File: config.mk
export PLATFORM = sky130hd
export DESIGN_NAME = flash_security_unlock
export DESIGN_NICKNAME = d
export VERILOG_FILES = /design/src/design/flash_security_pkg.sv /design/src/design/flash_security_unlock.sv /design/src/design/protect_store.sv /design/src/design/unlock_window.sv
export SDC_FILE = /design/constraint.sdc
export NUM_CORES = 1
export LEC_CHECK = 0
export BUFFER_PORTS_ARGS = -buffer_cell sky130_fd_sc_hd__buf_2
export CAP_MARGIN = 20
export CORE_ASPECT_RATIO = 1.1
export CORE_MARGIN = 1
export CORE_UTILIZATION = 40
export CTS_CLUSTER_SIZE = 20
export DETAILED_ROUTE_END_ITERATION = 10
export PLACE_DENSITY = 0.78
export SETUP_SLACK_MARGIN = 0.4
export SYNTH_ARGS = -nofsm -noshare
export SYNTH_HDL_FRONTEND = slang
export SYNTH_SLANG_ARGS = --single-unit
File: constraint.sdc
create_clock -name clk_sys -period 2 [get_ports clk_sys]
set_input_delay 0.1 -clock clk_sys [delete_from_list [all_inputs] [get_ports clk_sys]]
set_output_delay 0.1 -clock clk_sys [all_outputs]
set_load 0.005 [all_outputs]
File: src/design/flash_security_pkg.sv
/*
  flash_security_pkg: constants and carrier types shared by the flash
  security block. assumes a 25 MHz system clock and a word register port.
*/
package flash_security_pkg;

  // register map (byte addresses on the local port)
  localparam logic [7:0]  SEC_CTRL_OFFSET  = 8'h10;
  localparam logic [7:0]  FLASH_CS_OFFSET  = 8'h20;
  localparam logic [7:0]  FLASH_CMD_OFFSET = 8'h24;
  localparam logic [7:0]  MODE_OFFSET      = 8'h28;

  // field positions
  localparam int          SEC_EN_BIT       = 0;
  localparam int          READY_BIT        = 0;
  localparam int          PROT_LSB         = 16;
  localparam int          NUM_BLOCKS       = 10;

  // reset values
  localparam logic        SEC_EN_RESET     = 1'b1;
  localparam logic [1:0]  MODE_RESET       = 2'h0;

  // unlock key and window
  localparam logic [31:0] UNLOCK_KEY       = 32'hA74A9D23;
  localparam int          UNLOCK_WINDOW    = 16;

  // flash protection commands (written to the command register)
  localparam logic [7:0]  CMD_PROTECT      = 8'hA1;
  localparam logic [7:0]  CMD_ERASE_PROT   = 8'hA2;

  // operating modes
  typedef enum logic [1:0] {
    MODE_SINGLE_CHIP = 2'b00,
    MODE_SINGLE_BOOT = 2'b01,
    MODE_WRITER      = 2'b10,
    MODE_OTHER       = 2'b11
  } op_mode_type;

  // register port read/write request
  typedef struct packed {
    logic        wr;
    logic        rd;
    logic        full_word;
    logic [7:0]  addr;
    logic [31:0] wdata;
  } reg_req_type;

  // flash command carried to the protection store
  typedef struct packed {
    logic       valid;
    logic [7:0] opcode;
    logic [3:0] block;
  } prot_cmd_type;

endpackage

File: src/design/flash_security_unlock.sv
/*
  flash_security_unlock: security enable register, unlock sequence and
  protection-bit command path for on-chip flash. assumes software on
  clk_sys drives a one-cycle read/write strobe port; power_on_reset is
  the cold reset, reset the lighter system reset.
*/
// Summary of operation
// - only a cold reset restores the security control register
// - power-on reset forces security enable to one
// - software writes the 32-bit unlock key before changing the bit
// - data write must follow the key within 16 clocks
// - key and data count only as full 32-bit writes
// - protection writes and erases work in chip, boot and writer modes
// - each protect command changes one flash block only
// - erase with all protected and security on clears every bit
// - protection bits change only through flash commands and power-on reset
// - security active only when enable and all protection bits are one
// - active security blocks debug and all flash command writes except erase
`timescale 1ns/1ps
module flash_security_unlock
  import flash_security_pkg::*;
(
  // clock and resets
  input  wire logic        clk_sys,
  input  wire logic        reset,
  input  wire logic        power_on_reset,
  // register port
  input  wire logic [7:0]  addr,
  input  wire logic [31:0] wdata,
  input  wire logic        full_word,
  input  wire logic        wr_en,
  input  wire logic        rd_en,
  output logic [31:0]      rdata,
  // flash status
  input  wire logic        flash_ready,
  // security outputs
  output logic             security_active,
  output logic             debug_block
);

  reg_req_type           req;
  prot_cmd_type          cmd;
  logic                  rewrite_ok;
  logic                  sec_en_q;
  logic [1:0]            mode_q;
  logic [NUM_BLOCKS-1:0] prot;
  logic                  all_prot;
  logic                  mode_ok;
  logic                  cmd_wr;
  logic [31:0]           rdata_d;

  assign req = '{wr: wr_en, rd: rd_en, full_word: full_word, addr: addr, wdata: wdata};

  unlock_window u_unlock (
    .clk_sys    (clk_sys),
    .reset      (reset),
    .req        (req),
    .rewrite_ok (rewrite_ok)
  );

  // security enable: lighter reset does not touch it
  always_ff @(posedge clk_sys) begin
    if (power_on_reset) begin
      sec_en_q <= SEC_EN_RESET;
    end else if (rewrite_ok) begin
      sec_en_q <= wdata[SEC_EN_BIT];
    end
  end

  // operating mode, a plain register here since no mode pin is modelled
  always_ff @(posedge clk_sys) begin
    if (reset) begin
      mode_q <= MODE_RESET;
    end else if (wr_en && addr == MODE_OFFSET) begin
      mode_q <= wdata[1:0];
    end
  end

  assign all_prot        = &prot;
  assign security_active = sec_en_q && all_prot;
  assign debug_block     = security_active;
  assign mode_ok         = (op_mode_type'(mode_q) != MODE_OTHER);
  assign cmd_wr          = wr_en && addr == FLASH_CMD_OFFSET && full_word && flash_ready;

  // command path; the erase opcode still passes while locked so the
  // bulk erase can strip protection; the key sequence can also clear enable
  always_comb begin
    cmd = '{valid: 1'b0, opcode: wdata[7:0], block: wdata[11:8]};
    if (cmd_wr && mode_ok) begin
      if (!security_active) begin
        cmd.valid = 1'b1;
      end else if (wdata[7:0] == CMD_ERASE_PROT) begin
        cmd.valid = 1'b1;
      end
    end
  end

  protect_store u_store (
    .clk_sys (clk_sys),
    .reset   (power_on_reset),
    .cmd     (cmd),
    .prot_q  (prot)
  );

  always_comb begin
    rdata_d = 32'h0000_0000;
    if (rd_en) begin
      case (addr)
        SEC_CTRL_OFFSET:  rdata_d[SEC_EN_BIT] = sec_en_q;
        FLASH_CS_OFFSET: begin
          rdata_d[PROT_LSB +: NUM_BLOCKS] = prot;
          rdata_d[READY_BIT]              = flash_ready;
        end
        MODE_OFFSET:      rdata_d[1:0] = mode_q;
        default:          rdata_d = 32'h0000_0000;
      endcase
    end
  end

  always_ff @(posedge clk_sys) begin
    if (reset) begin
      rdata <= 32'h0000_0000;
    end else begin
      rdata <= rdata_d;
    end
  end

  a_cold_only : assert property (@(posedge clk_sys) disable iff (power_on_reset)
    (reset && !rewrite_ok) |=> sec_en_q == $past(sec_en_q))
    else $error("security enable changed by light reset");

  a_por_sets : assert property (@(posedge clk_sys)
    power_on_reset |=> sec_en_q)
    else $error("power-on reset left security off");

  a_upper_zero : assert property (@(posedge clk_sys) disable iff (reset)
    (rd_en && addr == SEC_CTRL_OFFSET) |=> rdata[31:1] == 31'h0 && rdata[0] == sec_en_q)
    else $error("security control readback wrong");

  a_locked_cmd : assert property (@(posedge clk_sys) disable iff (power_on_reset)
    (security_active && cmd.valid) |-> cmd.opcode == CMD_ERASE_PROT)
    else $error("command accepted while locked");

  a_bulk_erase : assert property (@(posedge clk_sys) disable iff (power_on_reset)
    (security_active && cmd.valid) |=> prot == '0 ##1 !security_active)
    else $error("bulk erase did not clear protection");

  a_active_def : assert property (@(posedge clk_sys)
    security_active == (sec_en_q && (&prot)))
    else $error("security active mismatch");

endmodule

File: src/design/protect_store.sv
/*
  protect_store: per-block write/erase protection bits.
  assumes commands arrive already qualified by the control logic.
*/
`timescale 1ns/1ps
module protect_store
  import flash_security_pkg::*;
(
  // clock and reset
  input  wire logic                  clk_sys,
  input  wire logic                  reset,
  // command
  input  wire prot_cmd_type          cmd,
  // state
  output logic [NUM_BLOCKS-1:0]      prot_q
);

  logic [NUM_BLOCKS-1:0] onehot;

  assign onehot = NUM_BLOCKS'(1) << cmd.block;

  always_ff @(posedge clk_sys) begin
    if (reset) begin
      prot_q <= '0;
    end else if (cmd.valid && cmd.opcode == CMD_PROTECT && cmd.block < 4'(NUM_BLOCKS)) begin
      prot_q <= prot_q | onehot;
    end else if (cmd.valid && cmd.opcode == CMD_ERASE_PROT) begin
      prot_q <= '0;
    end
  end

  a_single_block : assert property (@(posedge clk_sys) disable iff (reset)
    (cmd.valid && cmd.opcode == CMD_PROTECT) |=> $countones(prot_q ^ $past(prot_q)) <= 1)
    else $error("protect touched more than one block");

endmodule

File: src/design/unlock_window.sv
/*
  unlock_window: key-then-data sequencer for the security enable bit.
  assumes requests on clk_sys from the local register port.
*/
`timescale 1ns/1ps
module unlock_window
  import flash_security_pkg::*;
(
  // clock and reset
  input  wire logic        clk_sys,
  input  wire logic        reset,
  // register requests
  input  wire reg_req_type req,
  // result
  output logic             rewrite_ok
);

  logic       armed_q;
  logic [4:0] count_q;
  logic       to_ctrl;
  logic       key_hit;

  assign to_ctrl = req.wr && (req.addr == SEC_CTRL_OFFSET);
  // narrow transfers never count as key or data
  assign key_hit = to_ctrl && req.full_word && (req.wdata == UNLOCK_KEY);
  assign rewrite_ok = armed_q && to_ctrl && req.full_word && !key_hit;

  always_ff @(posedge clk_sys) begin
    if (reset) begin
      armed_q <= 1'b0;
      count_q <= 5'h00;
    end else if (key_hit) begin
      armed_q <= 1'b1;
      count_q <= 5'h00;
    end else if (armed_q && (req.wr || count_q == 5'(UNLOCK_WINDOW - 1))) begin
      // any other write or the window running out drops the key
      armed_q <= 1'b0;
      count_q <= 5'h00;
    end else if (armed_q) begin
      count_q <= count_q + 5'h01;
    end
  end

  // the last free cycle must close the window, else a late data write slips in
  a_window_bound : assert property (@(posedge clk_sys) disable iff (reset)
    (armed_q && !key_hit && count_q == 5'(UNLOCK_WINDOW - 1)) |=> !armed_q)
    else $error("unlock window not closed");

  a_key_needed : assert property (@(posedge clk_sys) disable iff (reset)
    rewrite_ok |-> $past(armed_q) || armed_q)
    else $error("rewrite without key");

  a_narrow_ignored : assert property (@(posedge clk_sys) disable iff (reset)
    (req.wr && !req.full_word) |-> !rewrite_ok)
    else $error("narrow write accepted");

  a_drop_on_write : assert property (@(posedge clk_sys) disable iff (reset)
    (armed_q && req.wr && !key_hit) |=> !armed_q)
    else $error("key kept after other write");

endmodule

* Word-level counts from Yosys, hierarchy flattened
Index checks and enable logic that the tools add are counted.
Widths: inputs -> output; s select.
** Operators by class
- Reductions and logical operators :: 25
- $add $sub $neg :: 1
- Order comparisons :: 1
- Mux-type cells :: 8
- Equality and inequality tests :: 9
- Bitwise logic cells :: 4
- Shifts and indexed selects :: 1
** Operator list (count)
- $eq 32x32->1 const B :: 1
- $eq 8x6->1 const B :: 3
- $mux 10 :: 2
- $eq 8x8->1 const B :: 2
- $logic_and 1x1->1 :: 16
- $or 10x10->10 :: 1
- $reduce_and 10->1 :: 1
- $shl 1x4->10 const A :: 1
- $reduce_or 3->1 :: 3
- $eq 8x5->1 const B :: 1
- $add 5x1->5 const B :: 1
- $eq 5x4->1 const B :: 1
- $mux 1 :: 5
- $lt 4x4->1 const B :: 1
- $reduce_bool 2->1 :: 2
- $not 1->1 :: 3
- $pmux 1 s3 :: 1
- $ne 2x2->1 const B :: 1
- $reduce_or 2->1 :: 1
- $logic_not 1->1 :: 1
- $logic_or 1x1->1 :: 1
** Word-level totals
- Bits in registers :: 51
- Output and inout port bits :: 34

* Longest topological paths before layout
Gate-level depths: netlist of the first run.
- Word-level depth :: 9
- Gate-level depth with buffers :: 8

* Cells and area by module
A second synthesis of the first run with hierarchy kept.
** Unflattened totals
- Cell total of the unflattened synthesis :: 189
- Area total of the unflattened synthesis :: 1789.2 µm²
** By module, submodules not included
- flash_security_unlock :: cells an instance 81, area each 773.2 µm², instances 1, sequential area each 300.3 µm²
- protect_store :: cells an instance 62, area each 595.6 µm², instances 1, sequential area each 200.2 µm²
- unlock_window :: cells an instance 46, area each 420.4 µm², instances 1, sequential area each 120.1 µm²

* Worst setup path after synthesis of the first run
Ideal clock, no wire load.
- Path type :: input-to-reg
- Start point :: in addr[1]
- End point :: reg u_store.prot_q[3]
- Path slack :: 0.022 ns
- Cell stages on the path :: 6
- Path buffers :: 1
- Arrival :: 1.861 ns
- Cells stage by stage :: or4_4 > or2_4 > or4b_1 > buf_2 > nor2b_4 > a32o_1
** Between the ends
- Longest elaborated chain between the ends :: 9
** RTL lines
- start, declared :: line flash_security_unlock.sv:28 : input wire logic [7:0] addr,
- $eq 8x6->1 (*) :: line flash_security_unlock.sv:83 : assign cmd_wr = wr_en && addr == FLASH_CMD_OFFSET && full_word && flash_ready;
- $logic_and 1x1->1 (*) (3 in series) :: line flash_security_unlock.sv:83
- $logic_and 1x1->1 (*) :: line flash_security_unlock.sv:89 : if (cmd_wr && mode_ok) begin
- $mux 1 (*) :: line flash_security_unlock.sv:89
- $logic_and 1x1->1 (2 in series) :: line protect_store.sv:25 : end else if (cmd.valid && cmd.opcode == CMD_PROTECT && cmd.block < 4'(NUM_BLOCKS)) begin
- $mux 10 / $reduce_bool 2->1 (equally long branches)
- end signal, assigned :: line protect_store.sv:26 : prot_q <= prot_q | onehot;
- end, declared :: line protect_store.sv:15 : output logic [NUM_BLOCKS-1:0] prot_q
Mark *: on every way between the ends. The rest lies on a longest branch, timed or not.
A chain may end at the register's enable or synchronous reset.

* Worst setup path after layout of the first run
- Start point :: in addr[1]
- End point :: reg u_store.prot_q[5]
Same word-level chain as after synthesis.

==> results.py, run 1 <==
metrics = {
    "worst_setup_path": {
        "cp.required_ns": 2.17,
        "critical_path_class": "input pin to register",
        "rr_startpoint": "mode_q[0]",
        "r2r_slack_ns": 0.34,
        "arrival_ns": 1.87,
        "crit_path_end_kind": "register",
        "startpoint_type": "input pin",
        "rr_endpoint": "u_store.prot_q[5]",
        "cp_max_fo": 5,
        "r2r_cells": 5,
    },
    "synthesis": {
        "postSynthCellCount": 165,
        "synthFlopType": "dfxtp_1",
        "yosys_warnings": 0,
        "synth_edf_count": 0,
        "syn_area_um2": 1530,
        "async_flop_share_pct": 0,
        "yosysSeqAreaShare_pct": 40.5,
        "syn-mean-instance-area_um2": 9.28,
        "ys_top_cells_by_area": "dfxtp_1, buf_4, and2_1",
        "synth_cell_types": 42,
        "synth_seq_cells": 31,
        "yosysTopAreaCellShare_pct": 40.5,
        "yosysTopAreaCell": "dfxtp_1",
    },
    "grt": {
        "overflow": 0,
        "grt_pass1_wl_um": 5100,
        "grt_usage_pct": 17.2,
        "grt_pass1_vias": 1231,
        "antenna_found_initial": 0,
        "grt_max_degree": 12,
    },
    "sta": {
        "period_share_pct": 85.0,
        "slew_viol_final": 0,
        "clock_skew_ns": 0.00657,
        "max_freq_ghz": 0.588,
        "period_minus_slack_ns": 1.70,
        "finalSetupViolCount": 0,
        "hold_ws_ns": 0.0471,
        "rsz0062_at_grt": "true",
        "hold_violations": 0,
        "fin_ws_ns": 0.300,
    },
    "cells_and_area": {
        "final_core_utilization_pct": 55.7,
        "drive_above_1_share_pct": 38.6,
        "final_common_cell": "buf_2",
        "area_delta_synth_final_pct": 32.9,
        "nNetsFinal": 284,
        "finalInstanceArea_um2": 2040,
        "layout_common_cells": "buf_2, dfxtp_1, conb_1",
        "diodes": 0,
    },
    "placed_design": {
        "dpl.hpwl_um": 2520,
        "gp_congestion": 0.865,
        "port_buffers": 60,
        "dpl_worst_slack_ns": -0.0453,
        "dpl-instance-area_um2": 1840,
    },
    "clock_tree": {
        "clk_pin_slew_worst_paths_ns": 0.06,
        "worst_skew_pair.late_latency_ns": 0.28,
        "cts-htree-levels": 2,
        "tritoncts": "done",
        "root_buffer": "clkbuf_8",
        "hold_buffers": 0,
        "tritoncts_num_sinks": 31,
        "cts.path.max_buffers": 2,
        "cts_buffers": 5,
    },
    "floorplanning": {
        "die_x_um": 61.0,
        "start_util_pct": 41.9,
        "core_area_um2": 3650,
        "rows": 23,
        "die-area_um2": 4080,
        "io_pins": 81,
        "die_height_um": 66.9,
    },
    "detailed_routing": {
        "ant_nets": 0,
        "post_drt_via_cell_ratio": 4.94,
        "wire_per_inst_um": 11.5,
        "first_iter_violations": 41,
        "first_pass_iters": 4,
        "drc_errors": 0,
        "num_vias": 1412,
        "wirelength_um": 3300,
    },
    "pwr": {
        "leakagePower_nw": 0.923,
        "power.total_mw": 1.35,
        "powerDensity_nw_per_um2": 661,
        "ir_drop_mv": 0.270,
    },
    "hold_path": {
        "min-delay-start": "reset",
        "min_path_type": "input pin to register",
        "worstHoldEndpoint": "mode_q[0]",
        "whs_path_depth": 2,
    },
    "job": {
        "maxCapViolCount": 0,
    },
    "status": {
        "status": "finished clean",
    },
}
-- cell families (layout without fill, tap and decap cells) --
| logic type | after synthesis | count (layout) | synth area share (%) |
|---|---|---|---|
| AO/OA/AOI/OAI | 24 | 24 | 12.2 |
| adder cells (fa/ha/maj) | 2 | 2 | 1.63 |
| buffers and inverters | 28 | 80 | 12.3 |
| flip-flops | 31 | 31 | 40.5 |
| multiplexers | 2 | 2 | 1.39 |
| other | 1 | 20 | 0.245 |
| AND/OR/NAND/NOR | 77 | 77 | 31.7 |
-- sequential cells by signal, indices dropped and copies added (netlist names) --
signal / count
mode_q: 2
rdata: 12
sec_en_q: 1
u_store.prot_q: 10
u_unlock.armed_q: 1
u_unlock.count_q: 5
-- critical path, cell delays in order --
cell and delay, ns:
buf_6 0.09, or4_4 0.53, or2_4 0.25, or4b_4 0.53, buf_6 0.15, a32oi_1 0.15, nor2_1 0.07
-- stage by stage --
stage | TNS [ns] | cells
global placement | -0.0568 | 276
detailed placement | -0.220 | 276
finish | 0 | 286
floorplan | 0 | 184
global route | 0 | 286
CTS | 0 | 286
-- how the worst max path moves through the flow --
stage,start,endpoint,slack (ns)
floorplan,addr[1],u_store.prot_q[3],0.04
CTS,addr[1],u_store.prot_q[3],0.31
global placement,addr[1],u_store.prot_q[1],-0.01
global route,addr[1],u_store.prot_q[9],0.27
detailed placement,addr[1],u_store.prot_q[1],-0.05
finish,addr[1],u_store.prot_q[5],0.30
-- cell usage after synthesis, types with 2 or more instances --
cell      count
dfxtp_1      31
buf_4        22
nor2_1       15
and2_1       10
nand2_1       7
nor2b_1       7
a21oi_1       5
a32oi_1       5
nand4_1       5
nor4b_1       5
a32o_1        4
and3_1        4
nand3_1       4
nor3_1        4
clkbuf_1      3
a22o_1        2
and3b_1       2
ha_1          2
inv_1         2
nand2b_1      2
nand4b_1      2
o31ai_1       2
-- layer usage --
layer	GRT usage [%]	share of wire [%]	up-vias
li1	-	-	702
met1	17.3	42	632
met2	31.6	49	71
met3	5.44	7.0	7
met4	7.67	1.9	0
met5	0	0	-
-- final cells by class --
type	instances	area (µm²)
Clock buffer	6	82.6
Clock inverter	2	35.0
Fill cell	330	1620
Inverter	2	7.51
Multi-Input combinational cell	125	842
Sequential cell	31	621
Tap cell	50	62.6
Timing Repair Buffer	70	385
-- power by group --
part	internal (mW)	leakage (nW)	total, mW	switching (mW)
Sequential	0.617	0.250	0.618	0.0000394
Combinational	0.0500	0.612	0.104	0.0536
Clock	0.402	0.0612	0.624	0.221
Total	1.07	0.923	1.35	0.275
-- repair_timing --
| action | CTS | global route |
|---|---|---|
| pin swaps | 10 | 5 |
| cloned | 0 | 0 |
| setup buffers | 2 | 0 |
| gates resized for setup | 6 | 6 |
| endpoints found under the setup margin | 12 | 13 |
No activity file was read; power rests on OpenSTA's default activity.
==> inputs of run 2 (changes only) <==
- ABC_AREA: default -> 1
- CORE_UTILIZATION: 40 -> 42
- clock period: 2 -> 1.55 ns (I/O delays scaled with it)
==> run 2 against run 1 <==
Net effect: clock power is 30% higher; largest power group unchanged; clock skew is 0.00096 ns higher; synthesized cell count is 67% higher; register-to-register slack worse by 0.06 ns.
==> results.py, run 2 <==
metrics = {
    "cells_and_area": {
        "area_delta_synth_final_pct": 31.9,
        "top_regs": "rdata (12), u_store.prot_q (10), u_unlock.count_q (5)",
        "layout_common_cells": "buf_2, nand2_1, inv_1",
        "fin_cells": 401,
        "final_common_cell": "buf_2",
        "drive_above_1_share_pct": 36.4,
        "diodes": 0,
        "largest_reg_flops": 12,
        "largest-register": "rdata",
        "nNetsFinal": 397,
    },
    "worst_setup_path": {
        "r2r_cells": 7,
        "rr_endpoint": "u_unlock.armed_q",
        "crit_path_end_kind": "register",
        "cp.required_ns": 1.76,
        "arrival_ns": 1.48,
        "r2r_slack_ns": 0.28,
        "startpoint_type": "register",
        "cp_max_fo": 2,
        "rr_startpoint": "u_unlock.count_q[0]",
        "critical_path_class": "register to register",
    },
    "detailed_routing": {
        "first_iter_violations": 103,
        "drc_errors": 0,
        "wirelength_um": 4290,
        "wire_per_inst_um": 10.7,
        "ant_nets": 0,
        "first_pass_iters": 4,
        "num_vias": 1841,
        "post_drt_via_cell_ratio": 4.59,
    },
    "clock_tree": {
        "root_buffer": "clkbuf_8",
        "clk_pin_slew_worst_paths_ns": 0.06,
        "tritoncts_num_sinks": 31,
        "cts_buffers": 5,
        "tritoncts": "done",
        "worst_skew_pair.late_latency_ns": 0.28,
        "cts-htree-levels": 2,
        "cts.path.max_buffers": 2,
    },
    "floorplanning": {
        "io_pins": 81,
        "die_x_um": 64.8,
        "start_util_pct": 45.0,
        "rows": 24,
        "die_height_um": 71.1,
        "die-area_um2": 4610,
        "core_area_um2": 4050,
    },
    "grt": {
        "overflow": 0,
        "grt_usage_pct": 20.1,
        "grt_pass1_wl_um": 7090,
        "grt_pass1_vias": 1758,
        "grt_max_degree": 12,
        "antenna_found_initial": 0,
    },
    "sta": {
        "finalSetupViolCount": 0,
        "period_minus_slack_ns": 1.27,
        "final.setup.tns_ns": 0,
        "max_freq_ghz": 0.788,
        "fin_ws_ns": 0.281,
        "hold_violations": 0,
        "rsz0062_at_grt": "true",
        "clock_skew_ns": 0.00752,
        "period_share_pct": 81.9,
        "slew_viol_final": 0,
        "hold_ws_ns": 0.0684,
    },
    "hold_path": {
        "worstHoldEndpoint": "rdata[0]",
        "min_path_type": "input pin to register",
        "whs_path_depth": 3,
        "min-delay-start": "flash_ready",
    },
    "placed_design": {
        "dpl.hpwl_um": 3100,
        "dpl_worst_slack_ns": 0.273,
        "gp_congestion": 0.876,
        "port_buffers": 60,
        "dp_cells": 383,
    },
    "synthesis": {
        "yosysTopAreaCell": "dfxtp_1",
        "yosysTopAreaCellShare_pct": 34.0,
        "synth_edf_count": 0,
        "syn-mean-instance-area_um2": 6.63,
        "synth-compound-area-share_pct": 7.68,
        "synthMuxAreaShare_pct": 0.549,
        "synth_top_family_by_area": "simple AND/OR/NAND/NOR gates",
        "syn_area_um2": 1820,
        "synth_commonest_cells": "nand2_1, inv_1, nor2_1",
        "yosys.area_share.simple_pct": 35.9,
        "yosys_warnings": 0,
        "yosysMostFrequentCell": "nand2_1",
        "synthFlopType": "dfxtp_1",
        "synth_cell_types": 31,
        "yosysSeqAreaShare_pct": 34.0,
        "synth_seq_cells": 31,
        "postSynthCellCount": 275,
        "synthAdderAreaFrac_pct": 1.37,
        "async_flop_share_pct": 0,
        "synth-xor-area-share_pct": 1.44,
        "ys_top_cells_by_area": "dfxtp_1, nand2_1, inv_1",
    },
    "pwr": {
        "power.total_mw": 1.78,
        "ir_drop_mv": 0.428,
        "leakagePower_nw": 1.14,
        "powerDensity_nw_per_um2": 740,
    },
    "job": {
        "maxCapViolCount": 0,
    },
    "status": {
        "status": "finished clean",
    },
}
==> run 2: changes by cell type after synthesis, sizes merged, moves of 5 or more <==
cell   before  now
a21oi       5   14
a32oi       5    0
and2       10    0
inv         2   46
nand2       7   65
nand3       4   18
nor2       15   43
nor2b       8    1
nor4b       5    0
o21ai       1   14
==> run 2: worst max-delay path by stage <==
stage | end | startpoint | slack [ns] | cells past startpoint
floorplan | u_unlock.count_q[0] | u_unlock.count_q[1] | 0.35 | 6
global placement | u_unlock.count_q[0] | u_unlock.count_q[1] | 0.31 | 6
detailed placement | u_unlock.count_q[0] | u_unlock.count_q[1] | 0.27 | 6
CTS | u_unlock.count_q[2] | u_unlock.count_q[0] | 0.30 | 6
global route | u_unlock.count_q[3] | u_unlock.count_q[1] | 0.22 | 6
finish | u_unlock.armed_q | u_unlock.count_q[0] | 0.28 | 7
==> run 2: per-stage QoR <==
step,utilization [%],instance area [µm²]
CTS,57.6,2330
global route,59.4,2410
finish,59.4,2410
detailed placement,52.4,2120
global placement,52.4,2120
floorplan,-,1920
==> run 2: power by group <==
| group | switching, mW | internal (mW) |
|---|---|---|
| clock network | 0.295 | 0.519 |
| logic | 0.101 | 0.0684 |
| registers | 0.0000563 | 0.796 |
==> run 2: repair_timing <==
action | 4_1_cts | 5_1_grt
setup endpoints to repair | 18 | 18
hold buffers | 1 | 0
endpoints found under the hold margin | 1 | 0
pin swaps | 9 | 8
gates resized for setup | 15 | 13
setup buffers | 5 | 3
gates cloned | 1 | 0
==> run 2: cell families (layout without fill, tap and decap cells) <==
group | count (synthesis) | in the layout
xor+xnor | 3 | 3
fa+ha+maj | 2 | 2
mux | 1 | 1
compound gates | 28 | 28
buf+inv | 70 | 124
other cells | 1 | 20
simple gates | 139 | 140
flops | 31 | 31
==> run 2: worst max-delay path: stages (launching register included) <==
cell,delay (ns)
dfxtp_2,0.34
ha_4,0.15
and3_4,0.18
ha_4,0.15
buf_4,0.12
nor2_1,0.08
nand2_1,0.05
a21oi_1,0.12
==> run 2: layout make-up <==
type / count / area, µm²
Clock inverter: 2 / 35.0
Inverter: 46 / 173
Sequential cell: 31 / 634
Fill cell: 381 / 1650
Timing Repair Buffer: 70 / 378
Tap cell: 52 / 65.1
Multi-Input combinational cell: 194 / 1040
Clock buffer: 6 / 82.6
==> run 2: routing by layer <==
metal / vias to the layer above / track usage, % / part of all wire, %
li1: 952 / - / -
met1: 823 / 20.9 / 41
met2: 56 / 35.8 / 52
met3: 10 / 6.13 / 4.9
met4: 0 / 10.1 / 2.0
met5: - / 0 / 0
